File: src/ivaa_pkg.sv
package ivaa_pkg;

  // ==========================================================================
  // register addresses and reset values
  localparam logic [19:0] RISE_SEL_ADDR  = 20'hfff38;
  localparam logic [19:0] FALL_SEL_ADDR  = 20'hfff39;
  localparam logic [7:0]  EDGE_SEL_RESET = 8'h00;
  localparam logic [7:0]  PSW_RESET      = 8'h06;
  localparam logic        MASK_RESET_BIT = 1'b1;

  // ==========================================================================
  // status word fields
  localparam int PSW_IE_BIT   = 7;
  localparam int PSW_SERVICED_LEVEL_HI_BIT = 2;
  localparam int PSW_SERVICED_LEVEL_LO_BIT = 1;

  // ==========================================================================
  // vectors and timing
  localparam logic [19:0] TRAP_VEC_ADDR = 20'h0007e;
  localparam logic [19:0] VEC_BASE_ADDR = 20'h00004;
  localparam int          ACK_MIN_CYC   = 9;
  localparam int          ACK_MAX_CYC   = 14;
  localparam logic [3:0]  SEQ_LAST_CNT  = 4'(ACK_MIN_CYC - 1);

  // ==========================================================================
  // acceptance sequencer states, gray along the path
  typedef enum logic [1:0] {
    SEQ_IDLE     = 2'b00,
    SEQ_PUSH_PSW = 2'b01,
    SEQ_PUSH_PC  = 2'b11,
    SEQ_VECTOR   = 2'b10
  } ivaa_seq_t;

  // ==========================================================================
  // decoders
  function automatic logic edge_hit(input logic rise_sel,
                                    input logic fall_sel,
                                    input logic rose,
                                    input logic fell);
    return (rise_sel & rose) | (fall_sel & fell);
  endfunction

  function automatic logic level_ok(input logic [1:0] lvl,
                                    input logic [1:0] isp);
    return lvl <= isp;
  endfunction

endpackage

File: src/ivaa_arb_if.sv
`timescale 1ns/100ps
interface ivaa_arb_if #(parameter int SRC = 16);
  logic [SRC-1:0]         req;
  logic [SRC-1:0]         mask;
  logic [SRC-1:0]         lvl_bit0;
  logic [SRC-1:0]         lvl_bit1;
  logic                   found;
  logic [$clog2(SRC)-1:0] idx;
  logic [1:0]             level;

  modport ctrl (output req, mask, lvl_bit0, lvl_bit1,
                input  found, idx, level);
  modport arb  (input  req, mask, lvl_bit0, lvl_bit1,
                output found, idx, level);
endinterface

File: src/ivaa_edge.sv
`timescale 1ns/100ps
module ivaa_edge #(
  parameter int PINS = 8
) (
  input  wire logic            clk_i,
  input  wire logic            rst_n_i,
  input  wire logic [PINS-1:0] pin_i,
  input  wire logic [PINS-1:0] rise_sel_i,
  input  wire logic [PINS-1:0] fall_sel_i,
  output logic      [PINS-1:0] hit_o
);

  // ==========================================================================
  // per pin synchroniser and edge decode
  for (genvar p = 0; p < PINS; p++) begin : g_pin
    logic s1;
    logic s2;
    logic s3;
    logic stable;

    always_ff @(posedge clk_i or negedge rst_n_i) begin
      if (!rst_n_i) begin
        s1 <= 1'b0;
        s2 <= 1'b0;
        s3 <= 1'b0;
      end else begin
        s1 <= pin_i[p];
        s2 <= s1;
        s3 <= s2;
      end
    end

    always_ff @(posedge clk_i or negedge rst_n_i) begin
      if (!rst_n_i) begin
        stable <= 1'b0;
      end else if (s2 == s3) begin
        stable <= s3;
      end
    end

    always_comb begin
      hit_o[p] = (s2 == s3) && ivaa_pkg::edge_hit(rise_sel_i[p],
                   fall_sel_i[p], s3 & ~stable, ~s3 & stable); // see (RULE1)
    end
  end

endmodule

File: src/ivaa_arb.sv
`timescale 1ns/100ps
module ivaa_arb #(
  parameter int SRC = 16
) (
  ivaa_arb_if.arb a
);

  // ==========================================================================
  // best level first, lowest index wins a tie
  always_comb begin
    logic [1:0] lvl;
    lvl     = 2'b00;
    a.found = 1'b0;
    a.idx   = '0;
    a.level = 2'b11;
    for (int s = 0; s < SRC; s++) begin
      lvl = {a.lvl_bit1[s], a.lvl_bit0[s]}; // see (RULE19)
      if (a.req[s] && !a.mask[s]) begin // see (RULE8)
        if (!a.found || lvl < a.level) begin // see (RULE11)
          a.found = 1'b1;
          a.idx   = ($clog2(SRC))'(s);
          a.level = lvl;
        end
      end
    end
  end

endmodule

File: src/ivaa_ctrl.sv
// Operation
// (RULE1) edge select pair: none, falling, rising, or both edges per pin
// (RULE2) reset clears rising and falling edge select registers to zero
// (RULE3) six-pin variant: bits 6 and 7 of edge selects read zero
// (RULE4) software clears edge selects before giving a pin to port use
// (RULE5) reset loads status word with 06h, acceptance off, all levels open
// (RULE6) serviced level 00 takes 0, 01 up to 1, 10 up to 2, 11 all
// (RULE7) accept-enable bit zero blocks every maskable request
// (RULE8) source eligible only with request set and mask clear
// (RULE9) vectored only with enable set and no higher level in service
// (RULE10) request to handler start takes 9 to 14 clocks
// (RULE11) coinciding requests: best level first, ties by fixed source order
// (RULE12) unaccepted request waits and is taken once conditions hold
// (RULE13) accept: push status, push pc, clear enable, copy level, vector
// (RULE14) status restored by returns and pop, pushed by push-status
// (RULE15) software trap always taken: push, clear enable, vector at 7eh
// (RULE16) software trap handlers leave with the trap return only
// (RULE17) nested service needs enable set again; equal or better level only
// (RULE18) after a return one interrupted instruction runs before acceptance
// (RULE19) level bits high then low: 00 best level 0, 11 worst level 3
// (RULE20) mask zero enables its source, one disables; masks reset to ones
// (RULE21) hold-class instruction defers acceptance past the next instruction
// (RULE22) a selected edge on an external pin sets that pin's request flag
// (RULE23) status word: enable at bit 7, level high bit 2, low bit 1
`timescale 1ns/100ps
module ivaa_ctrl #(
  parameter int EXT_PINS = 8,
  parameter int SRC      = 16
) (
  input  wire logic                   clk_i,
  input  wire logic                   rst_n_i,
  // special function register access
  input  wire logic [19:0]            sfr_addr_i,
  input  wire logic                   sfr_wr_i,
  input  wire logic                   sfr_rd_i,
  input  wire logic [7:0]             sfr_wdata_i,
  output logic      [7:0]             sfr_rdata_o,
  // status word access
  input  wire logic                   psw_wr_i,
  input  wire logic [7:0]             psw_wdata_i,
  input  wire logic [7:0]             psw_stack_i,
  output logic      [7:0]             psw_o,
  // instruction sequencer
  input  wire logic                   instr_done_i,
  input  wire logic                   instr_hold_i,
  input  wire logic                   enable_irq_instr_i,
  input  wire logic                   irq_block_instr_i,
  input  wire logic                   soft_trap_instr_i,
  input  wire logic                   irq_return_instr_i,
  input  wire logic                   trap_return_instr_i,
  input  wire logic                   pop_psw_i,
  input  wire logic                   push_psw_i,
  output logic                        seq_busy_o,
  output logic                        push_psw_o,
  output logic                        push_pc_o,
  output logic      [7:0]             push_data_o,
  output logic                        handler_start_o,
  output logic      [19:0]            vector_addr_o,
  output logic                        vector_is_trap_o,
  // source flags
  input  wire logic [EXT_PINS-1:0]    ext_irq_pin_i,
  output logic      [EXT_PINS-1:0]    ext_irq_set_o,
  input  wire logic [SRC-1:0]         irq_request_flag_i,
  input  wire logic                   mask_wr_i,
  input  wire logic [SRC-1:0]         mask_wdata_i,
  output logic      [SRC-1:0]         irq_mask_flag_o,
  input  wire logic [SRC-1:0]         level_sel_bit0_i,
  input  wire logic [SRC-1:0]         level_sel_bit1_i,
  output logic      [SRC-1:0]         irq_ack_clear_o
);

  // ==========================================================================
  // parameter checks
  if (EXT_PINS != 6 && EXT_PINS != 8) begin : g_bad_pins
    $error("ext pins must be 6 or 8");
  end
  if (SRC < 2 || SRC > 64) begin : g_bad_src
    $error("source count out of range");
  end

  localparam logic [7:0] PIN_MASK = 8'((1 << EXT_PINS) - 1);

  // ==========================================================================
  // declarations
  logic [7:0]                 rise_edge_sel;
  logic [7:0]                 fall_edge_sel;
  logic [7:0]                 program_status_word;
  logic [7:0]                 psw_saved;
  logic [SRC-1:0]             mask;
  ivaa_pkg::ivaa_seq_t        state;
  ivaa_pkg::ivaa_seq_t        next_state;
  logic [3:0]                 cnt;
  logic                       cur_trap;
  logic [$clog2(SRC)-1:0]     cur_idx;
  logic                       defer_pending;
  logic                       after_return;
  logic                       take_irq;
  logic                       take_trap;
  logic                       boundary_ok;
  logic                       irq_en;
  logic [1:0]                 isp;
  logic                       any_return;

  ivaa_arb_if #(.SRC(SRC)) arb_bus ();

  // ==========================================================================
  // edge select registers
  always_ff @(posedge clk_i or negedge rst_n_i) begin
    if (!rst_n_i) begin
      rise_edge_sel <= ivaa_pkg::EDGE_SEL_RESET; // see (RULE2)
      fall_edge_sel <= ivaa_pkg::EDGE_SEL_RESET; // see (RULE2)
    end else if (sfr_wr_i) begin
      if (sfr_addr_i == ivaa_pkg::RISE_SEL_ADDR) begin
        rise_edge_sel <= sfr_wdata_i & PIN_MASK; // see (RULE3)
      end
      if (sfr_addr_i == ivaa_pkg::FALL_SEL_ADDR) begin
        fall_edge_sel <= sfr_wdata_i & PIN_MASK; // see (RULE3)
      end
    end
  end

  always_ff @(posedge clk_i or negedge rst_n_i) begin
    if (!rst_n_i) begin
      sfr_rdata_o <= 8'h00;
    end else if (sfr_rd_i) begin
      case (sfr_addr_i)
        ivaa_pkg::RISE_SEL_ADDR: sfr_rdata_o <= rise_edge_sel;
        ivaa_pkg::FALL_SEL_ADDR: sfr_rdata_o <= fall_edge_sel;
        default:                 sfr_rdata_o <= 8'h00;
      endcase
    end
  end

  // ==========================================================================
  // external pin edge detection
  ivaa_edge #(.PINS(EXT_PINS)) u_edge (
    .clk_i      (clk_i),
    .rst_n_i    (rst_n_i),
    .pin_i      (ext_irq_pin_i),
    .rise_sel_i (rise_edge_sel[EXT_PINS-1:0]),
    .fall_sel_i (fall_edge_sel[EXT_PINS-1:0]),
    .hit_o      (ext_irq_set_o) // see (RULE22)
  );

  // ==========================================================================
  // mask flags
  always_ff @(posedge clk_i or negedge rst_n_i) begin
    if (!rst_n_i) begin
      mask <= {SRC{ivaa_pkg::MASK_RESET_BIT}}; // see (RULE20)
    end else if (mask_wr_i) begin
      mask <= mask_wdata_i;
    end
  end

  assign irq_mask_flag_o = mask;

  // ==========================================================================
  // arbitration
  assign arb_bus.req      = irq_request_flag_i;
  assign arb_bus.mask     = mask;
  assign arb_bus.lvl_bit0 = level_sel_bit0_i;
  assign arb_bus.lvl_bit1 = level_sel_bit1_i;

  ivaa_arb #(.SRC(SRC)) u_arb (
    .a (arb_bus.arb)
  );

  // ==========================================================================
  // acceptance decision
  assign irq_en     = program_status_word[ivaa_pkg::PSW_IE_BIT]; // see (RULE23)
  assign isp        = {program_status_word[ivaa_pkg::PSW_SERVICED_LEVEL_HI_BIT],
                       program_status_word[ivaa_pkg::PSW_SERVICED_LEVEL_LO_BIT]}; // see (RULE23)
  assign any_return = irq_return_instr_i | trap_return_instr_i;

  // an instruction boundary where acceptance may happen at all
  assign boundary_ok = instr_done_i && !instr_hold_i && !any_return &&
                       !defer_pending && !after_return &&
                       !soft_trap_instr_i && !psw_wr_i &&
                       !enable_irq_instr_i && !irq_block_instr_i &&
                       !pop_psw_i && !mask_wr_i; // see (RULE21)

  assign take_trap = (state == ivaa_pkg::SEQ_IDLE) &&
                     soft_trap_instr_i; // see (RULE15)

  assign take_irq = (state == ivaa_pkg::SEQ_IDLE) && boundary_ok &&
                    irq_en && arb_bus.found && // see (RULE7)
                    ivaa_pkg::level_ok(arb_bus.level, isp); // see (RULE9)
  // a blocked request is simply re-evaluated at every later boundary
  // see (RULE12) (RULE6) (RULE17)

  // ==========================================================================
  // deferral after hold-class instructions and returns
  always_ff @(posedge clk_i or negedge rst_n_i) begin
    if (!rst_n_i) begin
      defer_pending <= 1'b0;
    end else if (instr_done_i) begin
      defer_pending <= instr_hold_i | psw_wr_i | enable_irq_instr_i |
                       irq_block_instr_i | pop_psw_i |
                       mask_wr_i; // see (RULE21)
    end
  end

  always_ff @(posedge clk_i or negedge rst_n_i) begin
    if (!rst_n_i) begin
      after_return <= 1'b0;
    end else if (instr_done_i) begin
      after_return <= any_return; // see (RULE18)
    end
  end

  // ==========================================================================
  // status word
  always_ff @(posedge clk_i or negedge rst_n_i) begin
    if (!rst_n_i) begin
      program_status_word <= ivaa_pkg::PSW_RESET; // see (RULE5)
    end else if (take_trap) begin
      program_status_word[ivaa_pkg::PSW_IE_BIT] <= 1'b0; // see (RULE15)
    end else if (take_irq) begin
      program_status_word[ivaa_pkg::PSW_IE_BIT]   <= 1'b0; // see (RULE13)
      program_status_word[ivaa_pkg::PSW_SERVICED_LEVEL_HI_BIT] <= arb_bus.level[1]; // see (RULE13)
      program_status_word[ivaa_pkg::PSW_SERVICED_LEVEL_LO_BIT] <= arb_bus.level[0]; // see (RULE13)
    end else if (any_return || pop_psw_i) begin
      program_status_word <= psw_stack_i; // see (RULE14)
    end else if (enable_irq_instr_i) begin
      program_status_word[ivaa_pkg::PSW_IE_BIT] <= 1'b1; // see (RULE17)
    end else if (irq_block_instr_i) begin
      program_status_word[ivaa_pkg::PSW_IE_BIT] <= 1'b0;
    end else if (psw_wr_i) begin
      program_status_word <= psw_wdata_i;
    end
  end

  assign psw_o = program_status_word;

  always_ff @(posedge clk_i or negedge rst_n_i) begin
    if (!rst_n_i) begin
      psw_saved <= ivaa_pkg::PSW_RESET;
    end else if (take_trap || take_irq) begin
      psw_saved <= program_status_word;
    end
  end

  // ==========================================================================
  // acceptance sequencer
  always_comb begin
    next_state = state;
    case (state)
      ivaa_pkg::SEQ_IDLE: begin
        if (take_trap || take_irq) begin
          next_state = ivaa_pkg::SEQ_PUSH_PSW;
        end
      end
      ivaa_pkg::SEQ_PUSH_PSW: next_state = ivaa_pkg::SEQ_PUSH_PC;
      ivaa_pkg::SEQ_PUSH_PC:  next_state = ivaa_pkg::SEQ_VECTOR;
      ivaa_pkg::SEQ_VECTOR: begin
        if (cnt == ivaa_pkg::SEQ_LAST_CNT) begin
          next_state = ivaa_pkg::SEQ_IDLE;
        end
      end
      default: next_state = ivaa_pkg::SEQ_IDLE;
    endcase
  end

  always_ff @(posedge clk_i or negedge rst_n_i) begin
    if (!rst_n_i) begin
      state <= ivaa_pkg::SEQ_IDLE;
    end else begin
      state <= next_state;
    end
  end

  always_ff @(posedge clk_i or negedge rst_n_i) begin
    if (!rst_n_i) begin
      cnt <= 4'h0;
    end else if (state == ivaa_pkg::SEQ_IDLE) begin
      cnt <= (take_trap || take_irq) ? 4'h1 : 4'h0;
    end else begin
      cnt <= cnt + 4'h1; // see (RULE10)
    end
  end

  always_ff @(posedge clk_i or negedge rst_n_i) begin
    if (!rst_n_i) begin
      cur_trap      <= 1'b0;
      cur_idx       <= '0;
      vector_addr_o <= 20'h00000;
    end else if (take_trap) begin
      cur_trap      <= 1'b1;
      vector_addr_o <= ivaa_pkg::TRAP_VEC_ADDR; // see (RULE15)
    end else if (take_irq) begin
      cur_trap      <= 1'b0;
      cur_idx       <= arb_bus.idx;
      vector_addr_o <= ivaa_pkg::VEC_BASE_ADDR +
                       {19'(arb_bus.idx), 1'b0}; // see (RULE13)
    end
  end

  // clear the accepted source's request flag once
  always_ff @(posedge clk_i or negedge rst_n_i) begin
    if (!rst_n_i) begin
      irq_ack_clear_o <= '0;
    end else begin
      irq_ack_clear_o <= '0;
      if (take_irq && !take_trap) begin
        irq_ack_clear_o[arb_bus.idx] <= 1'b1;
      end
    end
  end

  // ==========================================================================
  // outputs toward the instruction sequencer
  assign seq_busy_o       = (state != ivaa_pkg::SEQ_IDLE);
  assign push_psw_o       = (state == ivaa_pkg::SEQ_PUSH_PSW) ||
                            push_psw_i; // see (RULE14)
  assign push_pc_o        = (state == ivaa_pkg::SEQ_PUSH_PC); // see (RULE13)
  assign push_data_o      = (state == ivaa_pkg::SEQ_PUSH_PSW) ? psw_saved
                                                               : program_status_word;
  assign handler_start_o  = (state == ivaa_pkg::SEQ_VECTOR) &&
                            (cnt == ivaa_pkg::SEQ_LAST_CNT); // see (RULE10)
  assign vector_is_trap_o = cur_trap;

endmodule

File: config.mk
export PLATFORM = sky130hd
export DESIGN_NAME = ivaa_ctrl
export DESIGN_NICKNAME = d
export VERILOG_FILES = /design/src/ivaa_pkg.sv /design/src/ivaa_arb_if.sv /design/src/ivaa_edge.sv /design/src/ivaa_arb.sv /design/src/ivaa_ctrl.sv
export SDC_FILE = /design/constraint.sdc
export NUM_CORES = 1
export LEC_CHECK = 0
export BUFFER_PORTS_ARGS = -buffer_cell sky130_fd_sc_hd__buf_4
export CAP_MARGIN = 20
export CORE_ASPECT_RATIO = 0.9
export CORE_MARGIN = 4
export CORE_UTILIZATION = 25
export CTS_BUF_LIST = sky130_fd_sc_hd__clkbuf_16
export DETAILED_ROUTE_END_ITERATION = 12
export PLACE_DENSITY = 0.49
export SKIP_CTS_REPAIR_TIMING = 1
export SYNTH_ARGS = -nofsm -noshare
export SYNTH_HDL_FRONTEND = slang
export SYNTH_SLANG_ARGS = --single-unit
File: constraint.sdc
create_clock -name clk_i -period 13.6 [get_ports clk_i]
set_clock_uncertainty 0.2 [all_clocks]
set_input_delay 0.68 -clock clk_i [delete_from_list [all_inputs] [get_ports clk_i]]
set_output_delay 0.68 -clock clk_i [all_outputs]
set_load 0.02 [all_outputs]
Word level (Yosys, flattened, before mapping)

Index checks and enable logic that the tools add are counted.

Bits in registers: 133
Word-level logic and storage cells: 379
Output and inout port bits: 89

Equal/unequal tests: 20
Magnitude comparators: 18
Bitwise operators: 64
Add/sub/neg operators: 2
Muxes and demuxes: 115
Reductions and logical operators: 113

Operators with widths:

| kind                   | count |
|---|---|
| $mux W4                | 30 |
| $mux W2                | 34 |
| $logic_and A1 B1 Y1    | 42 |
| $logic_not A1 Y1       | 42 |
| $eq A20 B20 Y1 const B | 2 |
| $mux W1                | 40 |
| $mux W20               | 2 |
| $and A1 B1 Y1          | 32 |
| $lt A2 B2 Y1           | 15 |
| $mux W8                | 3 |
| $logic_or A1 B1 Y1     | 18 |
| $not A1 Y1             | 18 |
| $mux W16               | 1 |
| $pmux W8 S2            | 1 |
| $mux W7                | 2 |
| $or A1 B1 Y1           | 14 |
| $eq A1 B1 Y1           | 8 |
| $ne A2 B1 Y1 const B   | 4 |
| $pmux W2 S4            | 1 |
| $add A3 B5 Y6 const A  | 1 |
| $ne A3 B1 Y1 const B   | 2 |
| $reduce_and A2 Y1      | 3 |
| $reduce_bool A2 Y1     | 3 |
| $reduce_bool A6 Y1     | 1 |
| 12 further kinds       | 13 |

Longest topological paths before layout

Word-level depth: 68
Depth in mapped cells: 24
Mapped depth without buffers: 23

By module

A second synthesis with hierarchy kept.

Cells, all modules: 708
Area total of the unflattened synthesis: 6947.9 sq um

Modules (own cells, without submodules):

| module    | times used | cells each | area each (sq um) |
|---|---|---|---|
| ivaa_ctrl | 1          | 360        | 4060.1 |
| ivaa_arb  | 1          | 284        | 1833.0 |
| ivaa_edge | 1          | 64         | 1054.8 |

Worst setup path after synthesis

Ideal clock, no wire load.

Kind: input -> register
Start: input port irq_request_flag_i[0]
End: register program_status_word[0] (netlist: psw_o[0])
Arrival: 5.377 ns
Cell stages on the path: 24
Path slack: 7.946 ns
Setup time: 0.077 ns
Buffers on the path: 2
Required time: 13.323 ns
Cells stage by stage: nor3b_2 > or4_1 > buf_2 > nor2_2 > nand3_1 > or3_1 > nor2_1 > inv_1 > ha_1 > nor3_1 > o221ai_1 > nand4b_1 > nor2_1 > a211oi_2 > mux2_2 > ha_1 > nor2b_1 > o21ai_0 > nor4bb_1 > or2_2 > a21oi_1 > clkbuf_1 > nor2_1 > a21oi_1

Cells in the longest elaborated chain, start to end: 66

Ends and longest elaborated chain:

| what                                                       | RTL line                         | text |
|---|---|---|
| start: declaration                                         | ivaa_ctrl.sv:63                  | `input wire logic [SRC-1:0] irq_request_flag_i,` |
| $logic_and A1 B1 Y1 (*)                                    | ivaa_arb.sv:18                   | `if (a.req[s] && !a.mask[s]) begin` |
| $mux W2 / $mux W1 (equally long branches)                  | ivaa_arb.sv:18                   |  |
| $lt A2 B2 Y1 / $logic_not A1 Y1 (equally long branches)    | ivaa_arb.sv:19                   | `if (!a.found \|\| lvl < a.level) begin` |
| $logic_or A1 B1 Y1                                         | ivaa_arb.sv:19                   |  |
| $mux W2 / $mux W1 (equally long branches)                  | ivaa_arb.sv:19                   |  |
| $mux W2 / $mux W1 (equally long branches)                  | ivaa_arb.sv:18                   |  |
| $lt A2 B2 Y1 / $logic_not A1 Y1 (equally long branches)    | ivaa_arb.sv:19                   |  |
| $logic_or A1 B1 Y1                                         | ivaa_arb.sv:19                   |  |
| (+50 left out)                                             | n/a                              |  |
| $lt A2 B2 Y1 / $logic_not A1 Y1 (equally long branches)    | ivaa_arb.sv:19                   |  |
| $logic_or A1 B1 Y1                                         | ivaa_arb.sv:19                   |  |
| $mux W2 / $mux W1 (equally long branches)                  | ivaa_arb.sv:19                   |  |
| $mux W2 / $mux W1 (equally long branches)                  | ivaa_arb.sv:18                   |  |
| $le A2 B2 Y1 / $logic_and A1 B1 Y1 (equally long branches) | ivaa_pkg.sv:45, ivaa_ctrl.sv:186 |  |
| $logic_and A1 B1 Y1 (*)                                    | ivaa_ctrl.sv:186                 | `irq_en && arb_bus.found &&` |
| $not A1 Y1 (no line) (*)                                   | n/a                              |  |
| $reduce_and A5 Y1 (no line) (*)                            | n/a                              |  |
| end signal: assignment                                     | ivaa_ctrl.sv:215                 | `program_status_word <= ivaa_pkg::PSW_RESET;` |
| end signal: indexed assignment                             | ivaa_ctrl.sv:220                 | `program_status_word[ivaa_pkg::PSW_SERVICED_LEVEL_HI_BIT] <= arb_bus.level[1];` |
| end signal: indexed assignment                             | ivaa_ctrl.sv:221                 | `program_status_word[ivaa_pkg::PSW_SERVICED_LEVEL_LO_BIT] <= arb_bus.level[0];` |
| end: declaration                                           | ivaa_ctrl.sv:87                  | `logic [7:0] program_status_word;` |

Mark *: on every way between the ends. The rest lies on a longest branch, timed or not.
A chain may end at the register's enable or synchronous reset.

Final worst setup path

Start: register mask[0] (netlist: irq_mask_flag_o[0])
End: register program_status_word[2] (netlist: psw_o[2])

Cells in the longest elaborated chain, start to end: 67

Ends and longest elaborated chain:

| what                                                                | RTL line                         | text |
|---|---|---|
| start: declaration                                                  | ivaa_ctrl.sv:89                  | `logic [SRC-1:0] mask;` |
| start signal: assignment                                            | ivaa_ctrl.sv:149                 | `mask <= {SRC{ivaa_pkg::MASK_RESET_BIT}};` |
| start signal: assignment                                            | ivaa_ctrl.sv:151                 | `mask <= mask_wdata_i;` |
| $logic_not A1 Y1 (*)                                                | ivaa_arb.sv:18                   |  |
| $logic_and A1 B1 Y1 (*)                                             | ivaa_arb.sv:18                   |  |
| $mux W2 / $mux W1 (equally long branches)                           | ivaa_arb.sv:18                   |  |
| $lt A2 B2 Y1 / $logic_not A1 Y1 (equally long branches)             | ivaa_arb.sv:19                   |  |
| $logic_or A1 B1 Y1                                                  | ivaa_arb.sv:19                   |  |
| $mux W2 / $mux W1 (equally long branches)                           | ivaa_arb.sv:19                   |  |
| $mux W2 / $mux W1 (equally long branches)                           | ivaa_arb.sv:18                   |  |
| $lt A2 B2 Y1 / $logic_not A1 Y1 (equally long branches)             | ivaa_arb.sv:19                   |  |
| (+51 left out)                                                      | n/a                              |  |
| $lt A2 B2 Y1 / $logic_not A1 Y1 (equally long branches)             | ivaa_arb.sv:19                   |  |
| $logic_or A1 B1 Y1                                                  | ivaa_arb.sv:19                   |  |
| $mux W2 / $mux W1 (equally long branches)                           | ivaa_arb.sv:19                   |  |
| $mux W2 / $mux W1 (equally long branches)                           | ivaa_arb.sv:18                   |  |
| $le A2 B2 Y1 / $logic_and A1 B1 Y1 (equally long branches)          | ivaa_pkg.sv:45, ivaa_ctrl.sv:186 |  |
| $logic_and A1 B1 Y1                                                 | ivaa_ctrl.sv:186                 |  |
| $ne A3 B1 Y1 (no line) / $reduce_bool A3 Y1 (equally long branches) | n/a                              |  |
| $reduce_and A4 Y1 (no line)                                         | n/a                              |  |

Marked as above.

==> out/results.tsv <==
metric	value	unit
grt_antenna_before_repair	0	
die_area	29330	µm²
cellPowerDensity	132.8	nW/µm²
postRouteWirelength	20140	µm
setup_viol	0	
clock-sinks	118	
required	13750	ps
synthFlopType	dfrtp_1	
p_leak	4.028	nW
ioPinCount	220	
num-nets-final	1025	
clk_latency	420	ps
grt_pass1_wl	32200	µm
grt.total_usage	13.73	%
grt_overflow	0	
synth.avg_cell_area	9.872	µm²
grt_start_max_net_pins	62	
routedWlPerCell	16.14	µm
cts_tree	yes	
drc	0	
r2r_start	irq_mask_flag_o[0]	
drtIter0Drc	307	
cts_buffers	17	
final_area	9174	µm²
period_share	48.61	%
routed_via_density	4.659	
synthesis.area	6664	µm²
max_slew.worst_pin.slew	936.6	ps
clkTransAtPathRegs	60	ps
clock_path_buffers	2	
reg2reg_to	psw_o[2]	
critPathMaxFanout	14	
n_antenna_cell	0	
grt_pass1_vias	5838	
layout_common_cells	buf_4, dfrtp_1, nand2_1	
die_height	162.9	µm
setup_tns	0	ps
dpl.hpwl	15530	µm
endpoint_kind	flip-flop	
synthCells	675	
cp_data_arrival_time	6770	ps
cp-startpoint	irq_mask_flag_o[0]	
synth_cell_types	81	
pre_cts_slack	6638	ps
hold_violations	0	
dr.pass1.iters	6	
area_growth	37.66	%
antenna_left	0	
r2r_slack	6990	ps
start_kind	flip-flop	
core_area	26140	µm²
report.final.slew_viol_count	0	
vdd.ir_drop.worst	0.07442	mV
final_common_cell	buf_4	
finalCriticalPeriod	6611	ps
drive_above_1_share	37.33	%
cap_violations	0	
hold_slack	133.0	ps
placed_cell_area	8561	µm²
power.total	0.001218	W
async_reset_ff_share	100.0	%
worst_slew_margin_rel	37.33	%
max_freq	151.3	MHz
r2r_cells	23	
crit_path_end	psw_o[2]	
layout_setup_ws	6989	ps
yosysWarnings	0	
vias	5815	
crit_type	flip-flop to flip-flop	
start_util	25.50	%
ys_seq_elements	118	
min_path_type	input port to asynchronous set/reset pin	
rsz0062_at_grt	false	
ctsRootBufferMaster	clkbuf_16	
num_rows	56	
status	completed	
htreeDepth	4	
synth_edf_count	0	
gp_congestion	0.7978	
seq_area_frac_synth	44.69	%
numPortBuffers	205	
fp.dieW	180.1	µm
==> cell type report <==
| cell class | instances | area (µm²) |
|---|---|---|
| fill | 2715 | 16960 |
| multi-input combinational | 519 | 3496 |
| sequential | 118 | 2978 |
| timing repair buffer | 210 | 1574 |
| tap | 348 | 435.4 |
| clock buffer | 17 | 425.4 |
| clock inverter | 14 | 182.7 |
| inverter | 22 | 82.58 |
==> worst min path at each step <==
| stage | slack [ps] | endpoint | cells after the start |
|---|---|---|---|
| detailed placement | 130 | u_edge.g_pin[3].s2 | 0 |
| finish | 130 | irq_ack_clear_o[3] | 1 |
| global placement | 130 | u_edge.g_pin[0].s2 | 0 |
| floorplan | 130 | u_edge.g_pin[0].s2 | 0 |
| global route | 140 | u_edge.g_pin[1].s1 | 1 |
| CTS | 150 | u_edge.g_pin[0].s1 | 1 |
==> Yosys cell counts (3+ instances only) <==
| cell type | number | share of area, % |
|---|---|---|
| o21bai_1 | 4 | 0.45 |
| nor3b_1 | 10 | 1.1 |
| maj3_1 | 9 | 1.4 |
| nor3_1 | 17 | 1.3 |
| o21a_1 | 9 | 1.0 |
| o21ai_0 | 26 | 2.0 |
| mux2_2 | 48 | 8.1 |
| buf_4 | 15 | 1.7 |
| inv_1 | 21 | 1.2 |
| dfstp_2 | 20 | 7.9 |
| or4_1 | 4 | 0.45 |
| and3_1 | 4 | 0.38 |
| or2_2 | 4 | 0.38 |
| o21ai_1 | 3 | 0.23 |
| nor2b_1 | 16 | 1.5 |
| nand2_1 | 60 | 3.4 |
| nand4b_1 | 9 | 1.2 |
| o31ai_1 | 10 | 1.1 |
| a31oi_1 | 3 | 0.28 |
| and2_1 | 10 | 0.94 |
| mux2i_1 | 13 | 2.0 |
| ha_1 | 6 | 1.1 |
| o211ai_1 | 7 | 0.79 |
| nand3_1 | 30 | 2.3 |
| nor4_1 | 12 | 1.1 |
| dfrtp_1 | 98 | 37 |
| a21oi_1 | 22 | 1.7 |
| o221ai_1 | 3 | 0.39 |
| a21o_1 | 8 | 0.90 |
| nor2_1 | 56 | 3.2 |
| nand4_1 | 7 | 0.66 |
| a211o_1 | 3 | 0.39 |
| nand2b_1 | 18 | 1.7 |
| nand3b_1 | 3 | 0.34 |
| nand4bb_1 | 3 | 0.51 |
| o22ai_1 | 4 | 0.38 |
| a211oi_1 | 9 | 1.0 |
| or3_4 | 3 | 0.51 |
| clkbuf_1 | 12 | 0.68 |
| or3_1 | 3 | 0.28 |
==> logic make-up after synthesis <==
group,share of synthesized area (%)
simple gates,23.13
compound gates,15.57
flops,44.69
mux,10.06
buf+inv,3.755
fa+ha+maj,2.478
xor+xnor,0.2629
other cells,0.05627
==> where the power goes <==
part	internal, W	total, W	leakage (nW)	switching [W]
registers	0.000398	0.000430	1.43	0.0000317
logic	0.000137	0.000319	2.31	0.000182
clock network	0.000304	0.000470	0.290	0.000166
==> worst max-delay path, stage by stage, from the launching register on <==
cell,delay (ps)
dfstp_2,560
nor3b_2,90
or4_1,750
nor2_2,270
nand3_1,220
or3_1,420
nor2_1,170
inv_1,60
ha_1,200
nor3_1,370
o221ai_1,180
nand4b_1,220
nor2_1,140
a211oi_2,80
mux2_2,330
ha_1,290
nor2b_1,120
o21ai_0,110
nor4bb_2,190
or2_2,390
a21oi_1,740
nor2_1,80
a211oi_1,250
a21o_1,110
==> layer usage <==
layer	GRT usage, %	up-vias	part of all wire [%]
li1	-	2904	-
met1	19.00	2722	48
met2	21.21	183	45
met3	4.846	6	7.0
met4	2.268	0	0.49
met5	0	-	0
==> stage by stage <==
| stage | utilization (%) | cells |
|---|---|---|
| global route | 35.10 | 1248 |
| CTS | 35.08 | 1247 |
| global placement | 32.76 | 1216 |
| finish | 35.10 | 1248 |
| detailed placement | 32.76 | 1216 |
| floorplan | - | 688 |
No activity file was read; power rests on OpenSTA's default activity.
